**config.mk**
```make
export PLATFORM = sky130hd
export DESIGN_NAME = lad_driver
export DESIGN_NICKNAME = d
export VERILOG_FILES = /design/src/pkg/lad_pkg.sv /design/src/core/lad_driver.sv
export SDC_FILE = /design/constraint.sdc
export NUM_CORES = 1
export LEC_CHECK = 0
export BUFFER_PORTS_ARGS = -buffer_cell sky130_fd_sc_hd__buf_2
export CAP_MARGIN = 0
export CORE_MARGIN = 1
export CORE_UTILIZATION = 40
export DETAILED_ROUTE_END_ITERATION = 16
export PLACE_DENSITY = 0.74
export SLEW_MARGIN = 20
export SYNTH_ARGS = -nofsm -noshare
export SYNTH_HDL_FRONTEND = slang
export SYNTH_SLANG_ARGS = --single-unit
export TNS_END_PERCENT = 20
```
**constraint.sdc**
```tcl
create_clock -name sys_clk -period 3.6 [get_ports sys_clk]
set_input_delay 0.54 -clock sys_clk [delete_from_list [all_inputs] [get_ports sys_clk]]
set_output_delay 0.54 -clock sys_clk [all_outputs]
set_load 0.02 [all_outputs]
```
**src/pkg/lad_pkg.sv**
```systemverilog
// Purpose: shared constants and types for the link activity indicator driver
// Assumes: 25 MHz core clock
// Notes: indicator outputs are active low (low = lamp on)
package lad_pkg;
  localparam logic [1:0] LAYOUT_FOUR = 2'h2;
  localparam logic [1:0] LAYOUT_FIVE = 2'h1;
  localparam logic [1:0] LAYOUT_SIX = 2'h3;
  localparam logic [1:0] LAYOUT_RESV = 2'h0;
  localparam logic [1:0] LAYOUT_RESET = 2'h3;
  localparam int LAYOUT_LSB = 6;
  localparam int LAYOUT_MSB = 7;
  localparam int CLK_HZ = 25000000;
  localparam int BLINK_PERIOD_MS = 80;
  // half period of the blink, a longest time so it rounds down
  localparam int BLINK_HALF_CYCLES = (CLK_HZ / 1000) * BLINK_PERIOD_MS / 2;
  localparam int BLINK_CNT_W = 20;

  typedef enum logic [1:0] {
    LAD_SPD_10 = 2'h0,
    LAD_SPD_100 = 2'h1,
    LAD_SPD_1000 = 2'h2
  } lad_speed_t;

  typedef struct packed {
    logic link_up;
    lad_speed_t speed;
    logic full_duplex;
    logic collision;
    logic tx_active;
    logic rx_active;
  } lad_status_t;

  typedef struct packed {
    logic transmit_activity_indicator;
    logic receive_activity_indicator;
    logic duplex_collision_indicator;
    logic gigabit_link_indicator;
    logic fast_link_indicator;
    logic tenmeg_link_indicator;
  } lad_lamps_t;
endpackage : lad_pkg

```
**src/core/lad_driver.sv**
```systemverilog
// Purpose: drives six active-low indicator outputs for link, speed, duplex and activity
// Assumes: status inputs are asynchronous to sys_clk; layout select comes from a vendor register bit pair
// Notes: undriven outputs have enable low and read high through the pull-up
// Operation
// two-bit layout select picks four, five or six outputs; 00 reserved
// layout select resets to 11, six-output arrangement
// four-output layout: per-speed outputs low on link, toggle on activity
// four-output layout: receive and transmit activity outputs undriven, pulled high
// five-output layout: transmit output shows transmit or receive activity
// five-output layout: receive activity output undriven, pulled high
// six-output layout: receive and transmit activity on own outputs
// six-output layout: all driven, link outputs steady with no blinking
// activity blinks at about 12.5 Hz, an 80 ms period
// duplex output low for full, high for half, toggles on collisions
// status inputs synchronised, outputs follow within a few cycles
`timescale 1ns/1ps
module lad_driver (
  input wire logic sys_clk,
  input wire logic reset,
  input wire logic layout_wr,
  input wire logic [15:0] layout_wdata,
  input wire lad_pkg::lad_status_t status_in,
  output logic [1:0] indicator_layout_select,
  output lad_pkg::lad_lamps_t lamp_out,
  output lad_pkg::lad_lamps_t lamp_oe
);
  localparam int ST_W = $bits(lad_pkg::lad_status_t);

  logic [1:0] layout_r;
  logic [ST_W-1:0] sync1_r;
  logic [ST_W-1:0] sync2_r;
  logic [lad_pkg::BLINK_CNT_W-1:0] blink_cnt_r;
  logic blink_r;
  lad_pkg::lad_lamps_t lamp_r;
  lad_pkg::lad_lamps_t oe_r;

  // layout select register; reserved code is ignored so the lamps stay sensible
  always_ff @(posedge sys_clk or posedge reset) begin
    if (reset) begin
      layout_r <= lad_pkg::LAYOUT_RESET;
    end else if (layout_wr && layout_wdata[lad_pkg::LAYOUT_MSB:lad_pkg::LAYOUT_LSB] != lad_pkg::LAYOUT_RESV) begin
      layout_r <= layout_wdata[lad_pkg::LAYOUT_MSB:lad_pkg::LAYOUT_LSB];
    end
  end

  // two-stage synchroniser, status comes from other clock domains
  always_ff @(posedge sys_clk or posedge reset) begin
    if (reset) begin
      sync1_r <= '0;
      sync2_r <= '0;
    end else begin
      sync1_r <= status_in;
      sync2_r <= sync1_r;
    end
  end

  lad_pkg::lad_status_t st;
  assign st = lad_pkg::lad_status_t'(sync2_r);

  // free-running blink phase, shared so all blinking lamps stay in step
  always_ff @(posedge sys_clk or posedge reset) begin
    if (reset) begin
      blink_cnt_r <= '0;
      blink_r <= 1'b0;
    end else if (blink_cnt_r == lad_pkg::BLINK_CNT_W'(lad_pkg::BLINK_HALF_CYCLES - 1)) begin
      blink_cnt_r <= '0;
      blink_r <= ~blink_r;
    end else begin
      blink_cnt_r <= blink_cnt_r + 1'b1;
    end
  end

  // decode of the speed and activity conditions
  wire link10 = st.link_up && st.speed == lad_pkg::LAD_SPD_10;
  wire link100 = st.link_up && st.speed == lad_pkg::LAD_SPD_100;
  wire link1000 = st.link_up && st.speed == lad_pkg::LAD_SPD_1000;
  wire any_act = st.tx_active || st.rx_active;
  wire is_four = layout_r == lad_pkg::LAYOUT_FOUR;
  wire is_five = layout_r == lad_pkg::LAYOUT_FIVE;

  // active-low lamp level: on when link up, blink phase when active
  function automatic logic lamp_level(input logic on, input logic act, input logic ph);
    lamp_level = on ? (act ? ph : 1'b0) : 1'b1;
  endfunction : lamp_level

  // per-speed outputs blink only in the four-output layout
  wire act_link = is_four && any_act;
  wire l10_nxt = lamp_level(link10, act_link, blink_r);
  wire l100_nxt = lamp_level(link100, act_link, blink_r);
  wire l1000_nxt = lamp_level(link1000, act_link, blink_r);
  wire dup_nxt = st.collision ? blink_r : ~st.full_duplex;
  // transmit lamp merges rx in five-output layout; tie-off high when undriven
  wire tx_nxt = is_four ? 1'b1 : is_five ? (any_act ? blink_r : 1'b1) : (st.tx_active ? blink_r : 1'b1);
  wire rx_nxt = (is_four || is_five) ? 1'b1 : (st.rx_active ? blink_r : 1'b1);
  wire tx_oe_nxt = !is_four;
  wire rx_oe_nxt = !(is_four || is_five);

  // registered outputs; enables low leave the pin to the pull-up
  always_ff @(posedge sys_clk or posedge reset) begin
    if (reset) begin
      lamp_r <= '1;
      oe_r <= '1;
    end else begin
      lamp_r <= '{tx_nxt, rx_nxt, dup_nxt, l1000_nxt, l100_nxt, l10_nxt};
      oe_r <= '{tx_oe_nxt, rx_oe_nxt, 1'b1, 1'b1, 1'b1, 1'b1};
    end
  end

  assign indicator_layout_select = layout_r;
  assign lamp_out = lamp_r;
  assign lamp_oe = oe_r;
endmodule : lad_driver

```
==> run summary, run 1 <==
Synthesis produced 146 cells. The logs give 200 for the final net count and 0 for the count of buffers added by post-CTS timing repair for setup. Setup repair after global routing left no endpoint under its margin.

The logs give 0 for the number of antenna violations at the first check in global routing and 0 for the number of hold buffers added after cts. The logs give 3790 ps for the required time reported for the critical path endpoint and 0.00469 mm2 for the die outline area. The vertical extent of the die is 68.5 um, and the signed area change from the synthesized netlist to the final layout is 12.7%. The clock tree synthesis step divided the H-tree into 2 levels. The min-delay analysis places its worst path in the category input port to async pin.

Wire length of the first global-routing pass: 4600 um. Summed over all nets, the half-perimeter wirelength after detailed placement is 1810 um. The worst max-slew margin expressed relative to the limit came out at 0.508.

The worst supply voltage drop on vdd came out at 217 uV. Max-cap violations in this run came to 0. The core region is 0.00412 mm2.

The tools report the cell area reported after detailed placement as 0.00190 mm2. Power spread over the standard cell area amounts to 454 mW/mm2. Setup violations remaining at the end of the flow were counted as 0. After detailed routing, the number of remaining DRC violations is 0.

The run finished with clean final reports. Subtracting the final worst setup slack from the clock period gives 2510 ps. Summing all non-filler instances in the final layout gives an area of 0.00199 mm2.

The final-report hold violation count came out at 0. Leaving out fill and tap cells, the most frequent cells in the layout are 35 x sky130_fd_sc_hd__dfrtp_1, 21 x sky130_fd_sc_hd__buf_2, 12 x sky130_fd_sc_hd__nand2_1, 10 x sky130_fd_sc_hd__nor2_1, 10 x sky130_fd_sc_hd__dfstp_2. The floorplan row count came out at 23.

In this run the horizontal extent of the chip is 68.5 um. Violation count after the first detailed-route iteration: 83. The logs give 0 for the global route total overflow and 214 for the count of placed standard cells including taps.

In the final timing run, aggregate negative setup slack is 0 ps. For the global-route total usage across every layer, the log shows 0.140. For the clock network fraction of total power, the log shows 0.337. For the critical path data arrival time, the log shows 2700 ps.

The pin count of the biggest net entering global routing is 31, and the average wire length per cell after detail routing is 12.0 um. Once detail routing completed, the nets flagged for antenna violations numbered 0. Of all nets on the critical path, the largest fanout is 11.

At the pin with the least slew margin, the transition time is 735 ps. Top-level port count: 40. The tools report the maximum frequency from static timing analysis as 398 MHz.

During synthesis, Yosys emitted a total of 0 warnings. The total count of max-transition violations in the final report is 0. The number of iterations in the first detailed-routing pass is 4. STA classifies the critical path startpoint as a flip-flop.

The run gives 0.484 as the share of the core filled with cells. The share of the clock period used by the worst path after layout was 0.698. In the routed layout, each cell is associated on average with a via count of 4.98.

The finished layout holds 222 standard cells, fillers aside. The congestion estimate from routability-driven global placement came to 0.776. TritonCTS built the clock tree. The final total power was 904 uW; the antenna cell count was 0. Internal power comes to 688 uW.

The fraction of power consumed by sequential logic was 0.597; the number of global-route vias before repair was 1048. A synthesized cell averages 12.1 um2. Summed over all cells, the static leakage comes to 0.000888 uW. Counting every sink on the clock net gives 45. In this run the cell area of the synthesized design comes to 0.00177 mm2. The netlist uses 33 different library cells. Leaving out fill and tap cells, the most frequent cell in the layout is sky130_fd_sc_hd__dfrtp_1. The clock reaches the later pin of the worst-skew pair after 290 ps. Clock tree synthesis inserted a total of 5 buffers.

The share of power burned in combinational logic was 0.066. Number of vias in the routed layout: 1106. The post-synthesis sequential area ratio was 0.644.

The final layout contains routed wiring with a total length of 2670 um. Effective utilization at floorplan: 0.429. The final-layout fill cell count was 385. Startpoint-to-endpoint class of the critical path: flip-flop to flip-flop.

The clock skew was 5.37 ps. The tools report the count of instances resized after the clock tree is built as 0. Clock-pin slew was measured on the worst setup and hold paths at 80 ps. The switching fraction of total power is 0.238. In this run, synthesis produced a sequential element count of 45. For this design the total switching power over the nets is 215 uW.

The worst setup path is captured at a flip-flop. For the maximum clock path buffer count, the log shows 2. The root cell of the clock tree was sky130_fd_sc_hd__clkbuf_8. The ratio of cells with drive above 1 in the final layout came out at 0.250.

During placement, the flow inserted port buffers numbering 21.
[layer usage]
| metal | up-vias | track usage | part of all wire |
|---|---|---|---|
| met4 | 0 | 0.0781 | 0.022 |
| met1 | 540 | 0.178 | 0.47 |
| met3 | 5 | 0.0400 | 0.051 |
| li1 | 534 | - | - |
| met2 | 27 | 0.212 | 0.46 |
| met5 | - | 0 | 0 |
[kinds of logic after synthesis]
family / count (synthesis) / synth area share
buf+inv: 14 / 0.0425
flops: 45 / 0.644
compound gates: 15 / 0.0496
xor+xnor: 13 / 0.0644
simple gates: 54 / 0.170
other cells: 1 / 0.00212
mux: 1 / 0.00567
fa+ha+maj: 3 / 0.0212
[worst max-delay path, cell delays in order (launching register included)]
cell and delay (ps):
sky130_fd_sc_hd__dfrtp_1 450, sky130_fd_sc_hd__or4_1 550, sky130_fd_sc_hd__or4_4 530, sky130_fd_sc_hd__nor3_2 620, sky130_fd_sc_hd__and2b_1 260
[final timing paths]
check                          startpoint               to  slack [ps]  cells after the start
min in group sys_clk         status_in[2]       sync1_r[2]         340                      1
setup / recovery           blink_cnt_r[7]   blink_cnt_r[1]        1090                      4
max in group asynchronous           reset       lamp_oe[5]        2490                      3
setup reg to reg           blink_cnt_r[7]   blink_cnt_r[1]        1090                      4
hold / removal                      reset  blink_cnt_r[16]         290                      2
hold reg to reg                sync1_r[2]            st[2]         350                      0
[registers in the layout, indices dropped and copies added, names as in the netlist]
signal and count:
blink_cnt_r 20, st 7, sync1_r 7, lamp_out 6, indicator_layout_select 2, lamp_oe 2
blink_r 1
[Yosys cell counts (all sizes together)]
library cell  number  area [um2]
o31ai              3        22.5
nand3              7        35.0
nand2             12        45.0
a21o               1        7.51
o21ai              4        20.0
a21oi              6        30.0
nand4b             1        8.76
nand4              3        25.0
buf                5        41.3
dfrtp             35         876
and2               1        6.26
or3                5        31.3
or4                6        48.8
conb               1        3.75
o211ai             1        7.51
nor2              10        37.5
or4b               1        10.0
xor2               6        52.6
clkbuf             2        7.51
xnor2              7        61.3
and3               1        6.26
nor3               4        25.0
dfstp             10         263
ha                 3        37.5
and2b              1        7.51
or2b               1        7.51
inv                7        26.3
mux2i              1        10.0
or2                1        6.26
[stage by stage]
step | hold WS, ps | setup slack [ps]
detailed placement | 336 | 1070
global placement | 333 | 1080
finish | 291 | 1090
floorplan | 331 | 1630
CTS | 317 | 1050
global route | 325 | 998
[area by class of cell]
class                           count  area [um2]  share of cell area
Timing Repair Buffer               22         113              0.0565
Clock buffer                        6        72.6              0.0364
Multi-Input combinational cell     90         564               0.283
Tap cell                           50        62.6              0.0314
Clock inverter                      2        15.0             0.00754
Sequential cell                    45        1140               0.572
Inverter                            7        26.3              0.0132
[power by group through the flow]
stage	Sequential (uW)	Clock (uW)	Combinational, uW
after floorplan	565	0	25.8
after global placement	549	0	59.7
after detailed placement	549	0	60.7
after CTS	540	318	61.0
after global routing	543	341	68.0
final	539	305	59.4
(Power assumes the default switching activity.)
==> run 2: changes to the inputs <==
--- a/config.mk
+++ b/config.mk
@@ -10,7 +10,7 @@
 export CORE_MARGIN = 1
 export CORE_UTILIZATION = 40
 export DETAILED_ROUTE_END_ITERATION = 16
-export PLACE_DENSITY = 0.74
+export PLACE_DENSITY = 0.76
 export SLEW_MARGIN = 20
 export SYNTH_ARGS = -nofsm -noshare
 export SYNTH_HDL_FRONTEND = slang
==> constraint.sdc (replaced) <==
create_clock -name sys_clk -period 2.2 [get_ports sys_clk]
set_input_delay 0.33 -clock sys_clk [delete_from_list [all_inputs] [get_ports sys_clk]]
set_output_delay 0.33 -clock sys_clk [all_outputs]
set_load 0.02 [all_outputs]
==> run 2 against run 1 <==
Die area stayed put. Combinational power is 62% higher. Count of clock-buffer cells in the layout is 1 lower. Power is 66% higher. Maximum frequency is 20% higher. Worst setup slack worse by 980 ps.
==> run summary, run 2 (same netlist as run 1, synthesis figures left out) <==
The flow ran to the end, and the final reports show no timing, DRC or antenna violations. The clock slew at the register clock pins of the worst setup and hold paths was 90 ps (about the same). The run gives 478 MHz (+20%) as the maximum frequency from static timing analysis. For the placed wire-length estimate, the log shows 1910 um (+5.5%). For the total negative slack, the log shows 0 ps (unchanged). Worst supply voltage drop on vdd: 323 uV (+49%). Final-layout fill cell count: 373 (-3.1%). The logs give 0.00412 mm2 (unchanged) for the area of the core and 0.639 (+0.132) for the worst max-slew margin expressed relative to the limit. Clock network fraction of total power: 0.347 (+0.010).

The tools report the number of hold buffers added after cts as 0 (unchanged). The final-report hold violation count was 0 (unchanged); the number of flip-flops in the largest register was 20 (unchanged). The count of buffers added by post-CTS timing repair for setup is 0 (unchanged), and the floorplan row count is 23 (unchanged). The time the final worst path needs with I/O delays and setup was 2090 ps (-421 ps); the least setup slack across all paths after layout was 109 ps (-979 ps). For the global placer's final weighted congestion, the log shows 0.724 (-6.7%).

The top-level port count was 40 (unchanged). The pin count of the biggest net entering global routing was 46 (+48%). STA classifies the critical path startpoint as a flip-flop. The tools report the number of global-route vias before repair as 1046 (-0.19%). The final total power is 1500 uW (+66%), and the final net count is 208 (+4.0%). The transition time at the pin with the least slew margin came out at 541 ps (-194 ps). For the switching power, the log shows 368 uW (+71%).

The violation count after the first detailed-route iteration is 87 (+4.8%). The required time reported for the critical path endpoint was 2390 ps (-1400 ps). The signal on the critical path passes through or4_1 > or4_4 > nor3_2 > buf_4 > and2b_1. Final number of setup-violating endpoints: 0 (unchanged). More flip-flops sit in one register than any other, and that register is blink_cnt_r. DRC violations left: 0 (unchanged). In this run the worst hold path is classified as input port to flip-flop. The leading cell type in the layout, fill and taps excluded is sky130_fd_sc_hd__dfrtp_1. The vertical extent of the die was 68.5 um (unchanged). The critical path capture point type was a flip-flop. The number of vias in the routed layout came out at 1116 (+0.90%).

The logs give 0 (unchanged) for the global route total overflow and 0.00206 mm2 (+3.3%) for the post-route cell area. The standby leakage power was 0.000936 uW (+5.5%). The x dimension of the die works out to 68.5 um (unchanged). The TritonCTS buffer count was 5 (unchanged). TritonCTS built the clock tree. The average wire length per cell after detail routing is 11.7 um (-2.6%), and the wire length of the first global-routing pass is 4580 um (-0.46%).

Number of vias per cell after detailed routing: 4.85 (-2.6%). The share of the core filled with cells came out at 0.500 (+0.0161). The run gives 0.429 (unchanged) as the effective utilization at floorplan. The share of the clock period used by the worst path after layout works out to 0.951 (+0.253). The slowest stage of the critical path belongs to the cell sky130_fd_sc_hd__or4_1. The aggregate routed wire length is 2700 um (+0.94%), and the number of instances on the worst hold path is 1. The maximum clock path buffer count is 2 (unchanged). The antenna cell count was 0 (unchanged); the count of instances resized after the clock tree is built was 0 (unchanged). For the die outline area, the log shows 0.00469 mm2 (unchanged). The count of port buffers added during placement works out to 21 (unchanged). The root cell of the clock tree is sky130_fd_sc_hd__clkbuf_8.

The antenna violation net count after detailed routing was 0 (unchanged); the critical path data arrival time was 2290 ps (-410 ps). The clock skew came out at 5.20 ps (-0.176 ps). By startpoint and endpoint, the worst setup path is classified as flip-flop to flip-flop. For the cell area reported after detailed placement, the log shows 0.00196 mm2 (+3.2%).

Setup repair after global routing left no endpoint under its margin. The share of power burned in combinational logic is 0.064 (-0.002). Relative to the synthesized area, the layout overhead comes to 16.5%. In the layout the commonest cells are 35 x sky130_fd_sc_hd__dfrtp_1, 21 x sky130_fd_sc_hd__buf_2, 12 x sky130_fd_sc_hd__nand2_1, 10 x sky130_fd_sc_hd__nor2_1, 10 x sky130_fd_sc_hd__dfstp_2. The number of iterations in the first detailed-routing pass came out at 4 (unchanged). The delay of the slowest critical-path stage was 530 ps (-90 ps). The number of cells traversed by the worst register-to-register path came out at 5 (+1).

The switching fraction of total power came out at 0.245 (+0.00708). The latest clock arrival within the worst-skew pair was 300 ps (about the same); the power density normalized to cell area was 729 mW/mm2 (+61%). The tools report the design internal power as 1130 uW (+64%).

The global-route total usage across every layer was 0.139 (-0.000760). The number of clock sinks is 45 (unchanged), and the ratio of cells with drive above 1 in the final layout is 0.289 (+0.0389). The run gives 2 (unchanged) as the total number of H-tree levels. The run gives 114 ps (-952 ps) as the worst setup timing slack at the placement stage. For the total count of max-transition violations in the final report, the log shows 0 (unchanged).

The fraction of power consumed by sequential logic was 0.589 (-0.008). The number of antenna violations at the first check in global routing was 0 (unchanged); the number of maximum-capacitance constraint violations was 0 (unchanged). The highest net fanout along the worst path was 5 (-6).
==> run 2: cell types whose count changed in the layout (fill, tap and decap cells not counted) <==
cell,change
sky130_fd_sc_hd__buf_4,+8
sky130_fd_sc_hd__clkbuf_1,-1
sky130_fd_sc_hd__clkinv_4,+1
sky130_fd_sc_hd__clkinvlp_4,-1
sky130_fd_sc_hd__inv_6,+1
==> run 2: final timing paths <==
path	startpoint	endpoint	slack, ps
worst max-delay path	blink_cnt_r[7]	blink_cnt_r[1]	110
worst min-delay path	status_in[5]	sync1_r[5]	130
worst max register to register	blink_cnt_r[7]	blink_cnt_r[1]	110
worst min register to register	sync1_r[2]	st[2]	350
max in group asynchronous	reset	lamp_out[3]	1670
min in group asynchronous	reset	blink_cnt_r[12]	160
==> run 2: through the flow <==
step	cells	hold slack (ps)
4_1_cts	230	113
2_1_floorplan	149	331
5_1_grt	230	101
3_5_place_dp	222	336
6_report	230	130
3_3_place_gp	222	333
==> run 2: worst max-delay path: cells and delay by family, from the launching register on <==
family	cells	cell delay, ps
and+or+nand+nor	4	1430
DFF	1	390
buffers and inverters	1	170
==> run 2: power by group through the flow <==
stage	clock network [uW]	registers, uW	logic (uW)
floorplan	0	924	42.2
global placement	0	898	97.3
detailed placement	0	899	97.8
CTS	544	883	98.3
global route	576	888	111
finish	521	883	96.4
==> run 2: area by class of cell <==
| class | count | area, um2 | area share |
|---|---|---|---|
| clock inverter | 3 | 25.0 | 0.0122 |
| inverter | 7 | 26.3 | 0.0128 |
| tap | 50 | 62.6 | 0.0304 |
| sequential | 45 | 1140 | 0.553 |
| clock buffer | 5 | 68.8 | 0.0334 |
| timing repair buffer | 30 | 173 | 0.0839 |
| multi-input combinational | 90 | 564 | 0.274 |
==> run 2: metal layers <==
metal | routed length, um | track usage | vias up
met2 | 1220 | 0.219 | 28
met4 | 29 | 0.0469 | 0
met3 | 149 | 0.0517 | 3
met1 | 1300 | 0.174 | 530
met5 | 0 | 0 | -
li1 | - | - | 555
==> run 3: changes to the inputs <==
--- a/config.mk
+++ b/config.mk
@@ -5,11 +5,13 @@
 export SDC_FILE = /design/constraint.sdc
 export NUM_CORES = 1
 export LEC_CHECK = 0
+export ABC_AREA = 1
 export BUFFER_PORTS_ARGS = -buffer_cell sky130_fd_sc_hd__buf_2
 export CAP_MARGIN = 0
 export CORE_MARGIN = 1
 export CORE_UTILIZATION = 40
 export DETAILED_ROUTE_END_ITERATION = 16
+export MAX_ROUTING_LAYER = met4
 export PLACE_DENSITY = 0.76
 export SLEW_MARGIN = 20
 export SYNTH_ARGS = -nofsm -noshare
==> run 3 against run 2 <==
Combinational power rose by 6%. Global-route usage rose by 0.87 points. Clock power rose by 2%. Maximum frequency rose by 45%. Critical path type unchanged. Largest cell class unchanged. Largest power group unchanged. Highest routed layer unchanged.
==> run summary, run 3 <==
The number of vias per cell after detailed routing is 4.47 (-7.8%). Setup repair after global routing left no endpoint under its margin. By area the synthesized netlist is led by sky130_fd_sc_hd__dfrtp_1 45%, sky130_fd_sc_hd__dfstp_2 13%, sky130_fd_sc_hd__nand2_1 7.3%, sky130_fd_sc_hd__nor2_1 6.3%, sky130_fd_sc_hd__inv_1 5.4%.

The latest clock arrival within the worst-skew pair is 300 ps (about the same). The number of antenna violations at the first check in global routing was 0 (unchanged); the flop and latch count out of synthesis was 45 (unchanged). The count of instances resized after the clock tree is built was 0 (unchanged); the time the final worst path needs with I/O delays and setup was 1450 ps (-645 ps). The async set-or-reset flop fraction in the synthesized netlist was 1.00 (unchanged). The share of the clock period used by the worst path after layout is 0.657 (-0.293). The biggest area contributor in the post-synthesis netlist is sky130_fd_sc_hd__dfrtp_1. The logs give 321 uV (-0.54%) for the worst supply voltage drop on vdd and 0.580 (-0.0641) for the post-synthesis sequential area ratio. The number of clock sinks is 45 (unchanged).

The vertical extent of the die was 72.0 um (+5.2%). The leading cell type in the layout, fill and taps excluded is sky130_fd_sc_hd__nand2_1. In this run the clock root is driven by a sky130_fd_sc_hd__clkbuf_8. The most instantiated flip-flop cell in the synthesis netlist was sky130_fd_sc_hd__dfrtp_1. The final-report hold violation count is 0 (unchanged). The total count of max-transition violations in the final report is 0 (unchanged). The worst hold path belongs to the class input port to flip-flop.

Number of vias in the routed layout: 1355 (+21%). The worst setup path is captured at a flip-flop. The number of global-route vias before repair is 1280 (+22%). The transition time at the pin with the least slew margin works out to 535 ps (-6.06 ps). For the critical path data arrival time, the log shows 1650 ps (-640 ps). The tools report the final instance count without filler cells as 303 (+32%). The logs give 441 (+18%) for the final-layout fill cell count and 25 (+8.7%) for the floorplan row count. The average wire length per cell after detail routing is 10.6 um (-9.4%).

For the final number of setup-violating endpoints, the log shows 0 (unchanged). The antenna violation net count after detailed routing is 0 (unchanged). The setup path with the least slack is of type flip-flop to flip-flop. The top-area cell type share of the netlist area works out to 0.446 (-0.0493). Leaving out fill and tap cells, the most frequent cells in the layout are 38 x sky130_fd_sc_hd__nand2_1, 35 x sky130_fd_sc_hd__dfrtp_1, 33 x sky130_fd_sc_hd__nor2_1, 27 x sky130_fd_sc_hd__inv_1, 21 x sky130_fd_sc_hd__buf_2. Average footprint of a synthesized cell: 9.48 um2 (-22%). Ranked by instance count, the synthesized netlist is headed by 38 x sky130_fd_sc_hd__nand2_1, 35 x sky130_fd_sc_hd__dfrtp_1, 33 x sky130_fd_sc_hd__nor2_1. The tools report the total number of H-tree levels as 2 (unchanged). The DRC violations left was 0 (unchanged); the count of placed standard cells including taps was 295 (+33%). Antenna cell count: 0 (unchanged).

Number of flip-flops in the largest register: 20 (unchanged). The number of iterations in the first detailed-routing pass was 4 (unchanged); the maximum clock path buffer count was 2 (unchanged). The signed area change from the synthesized netlist to the final layout is 13.8%. STA classifies the critical path startpoint as a flip-flop. The logs give 5620 um (+23%) for the wire length of the first global-routing pass and 0 (unchanged) for the count of buffers added by post-CTS timing repair for setup. The tools report the synthesized instance count as 207 (+42%).

TritonCTS built the clock tree. Violation count after the first detailed-route iteration: 124 (+43%). Clock slew at the register clock pins of the worst setup and hold paths: 90 ps (about the same). The highest net fanout along the worst path is 4 (-1).

The effective utilization at floorplan was 0.415 (-0.0139). For the required time reported for the critical path endpoint, the log shows 2410 ps (+20 ps). The tools report the placed wire-length estimate as 2380 um (+25%).

The global route total overflow was 0 (unchanged). The number of hold buffers added after cts is 0 (unchanged). The global-route total usage across every layer was 0.148 (+0.00870); the count of warnings emitted by yosys was 0 (unchanged).

By instance count, the leading cell after synthesis is sky130_fd_sc_hd__nand2_1. For the global placer's final weighted congestion, the log shows 0.861 (+19%). The run gives 0.00472 mm2 (+15%) as the area of the core.

The count of flip-flops with a built-in enable after synthesis was 0 (unchanged). The standby leakage power came out at 0.00109 uW (+16%). The worst hold slack came out at 128 ps (-1.37 ps). For the aggregate routed wire length, the log shows 3220 um (+19%). The run gives 264 (+27%) as the final net count.

The clock skew came out at 7.85 ps (+2.65 ps). The power density normalized to cell area was 680 mW/mm2 (-6.7%); the count of port buffers added during placement was 21 (unchanged). The number of maximum-capacitance constraint violations was 0 (unchanged); the top-level port count was 40 (unchanged). The flow ran to the end, and the final reports show no timing, DRC or antenna violations. The tools report the die outline area as 0.00519 mm2 (+11%). The ratio of cells with drive above 1 in the final layout was 0.246 (-0.0431).

The run gives 0.643 (+0.00404) as the worst max-slew margin expressed relative to the limit. The pin count of the biggest net entering global routing came out at 46 (unchanged). The register ranked first by flip-flop count was blink_cnt_r. The synthesized cell area is 0.00196 mm2 (+11%).

The number of distinct library cells after synthesis is 26 (-21%), and the TritonCTS buffer count is 5 (unchanged). The logs give 0 ps (unchanged) for the total negative slack and 691 MHz (+45%) for the maximum frequency from static timing analysis. X dimension of the die: 72.0 um (+5.2%).
-- run 3: cells by family after synthesis --
family / count (synthesis) / share of synthesized area
buffers and inverters: 34 / 0.0733
adder cells (fa/ha/maj): 3 / 0.0191
XOR/XNOR: 12 / 0.0536
flip-flops: 45 / 0.580
AND/OR/NAND/NOR: 106 / 0.252
AO/OA/AOI/OAI: 6 / 0.0198
other: 1 / 0.00191
-- run 3: report_power, final --
part           internal (uW)  switching (uW)  total, uW
clock                    232             303        534
combinational           32.7            69.0        102
sequential               872            10.2        882
-- run 3: path summary, 6_finish.rpt --
kind	to	slack [ps]	cells after the start	from
worst max-delay path	blink_cnt_r[18]	750	8	blink_cnt_r[0]
worst min-delay path	sync1_r[3]	130	1	status_in[3]
worst max register to register	blink_cnt_r[18]	750	8	blink_cnt_r[0]
worst min register to register	st[0]	360	0	sync1_r[0]
max in group asynchronous	indicator_layout_select[1]	1680	3	reset
min in group asynchronous	blink_cnt_r[16]	140	3	reset
-- run 3: metrics by stage --
stage	worst slack, ps	total power, uW	utilization	instance area, um2
global route	580	1590	0.473	2230
detailed placement	755	1000	0.453	2140
finish	754	1520	0.473	2230
floorplan	827	970	-	1970
CTS	738	1540	0.473	2230
global placement	826	1000	0.453	2140
-- run 3: final cells by class --
type	count	area, um2	share of cell area
timing repair buffer	22	113	0.0504
inverter	30	114	0.0510
tap	67	83.8	0.0375
clock inverter	3	25.0	0.0112
multi-input combinational	131	691	0.309
clock buffer	5	68.8	0.0308
sequential	45	1140	0.510
-- run 3: worst max-delay path: stages, from the launching register on --
cell                      delay [ps]
sky130_fd_sc_hd__dfrtp_1         400
sky130_fd_sc_hd__ha_1            260
sky130_fd_sc_hd__nand2_1          90
sky130_fd_sc_hd__nor2_2          180
sky130_fd_sc_hd__nand3_2         140
sky130_fd_sc_hd__nor2_2          140
sky130_fd_sc_hd__nand2_1          60
sky130_fd_sc_hd__nand2_1          50
sky130_fd_sc_hd__nor2_1           40
-- run 3: routing by layer --
metal | global-route usage | vias to the layer above | part of all wire
met2 | 0.224 | 33 | 0.48
met1 | 0.186 | 630 | 0.45
met3 | 0.0292 | 8 | 0.045
met5 | - | - | 0
li1 | - | 684 | -
met4 | 0.0828 | 0 | 0.020
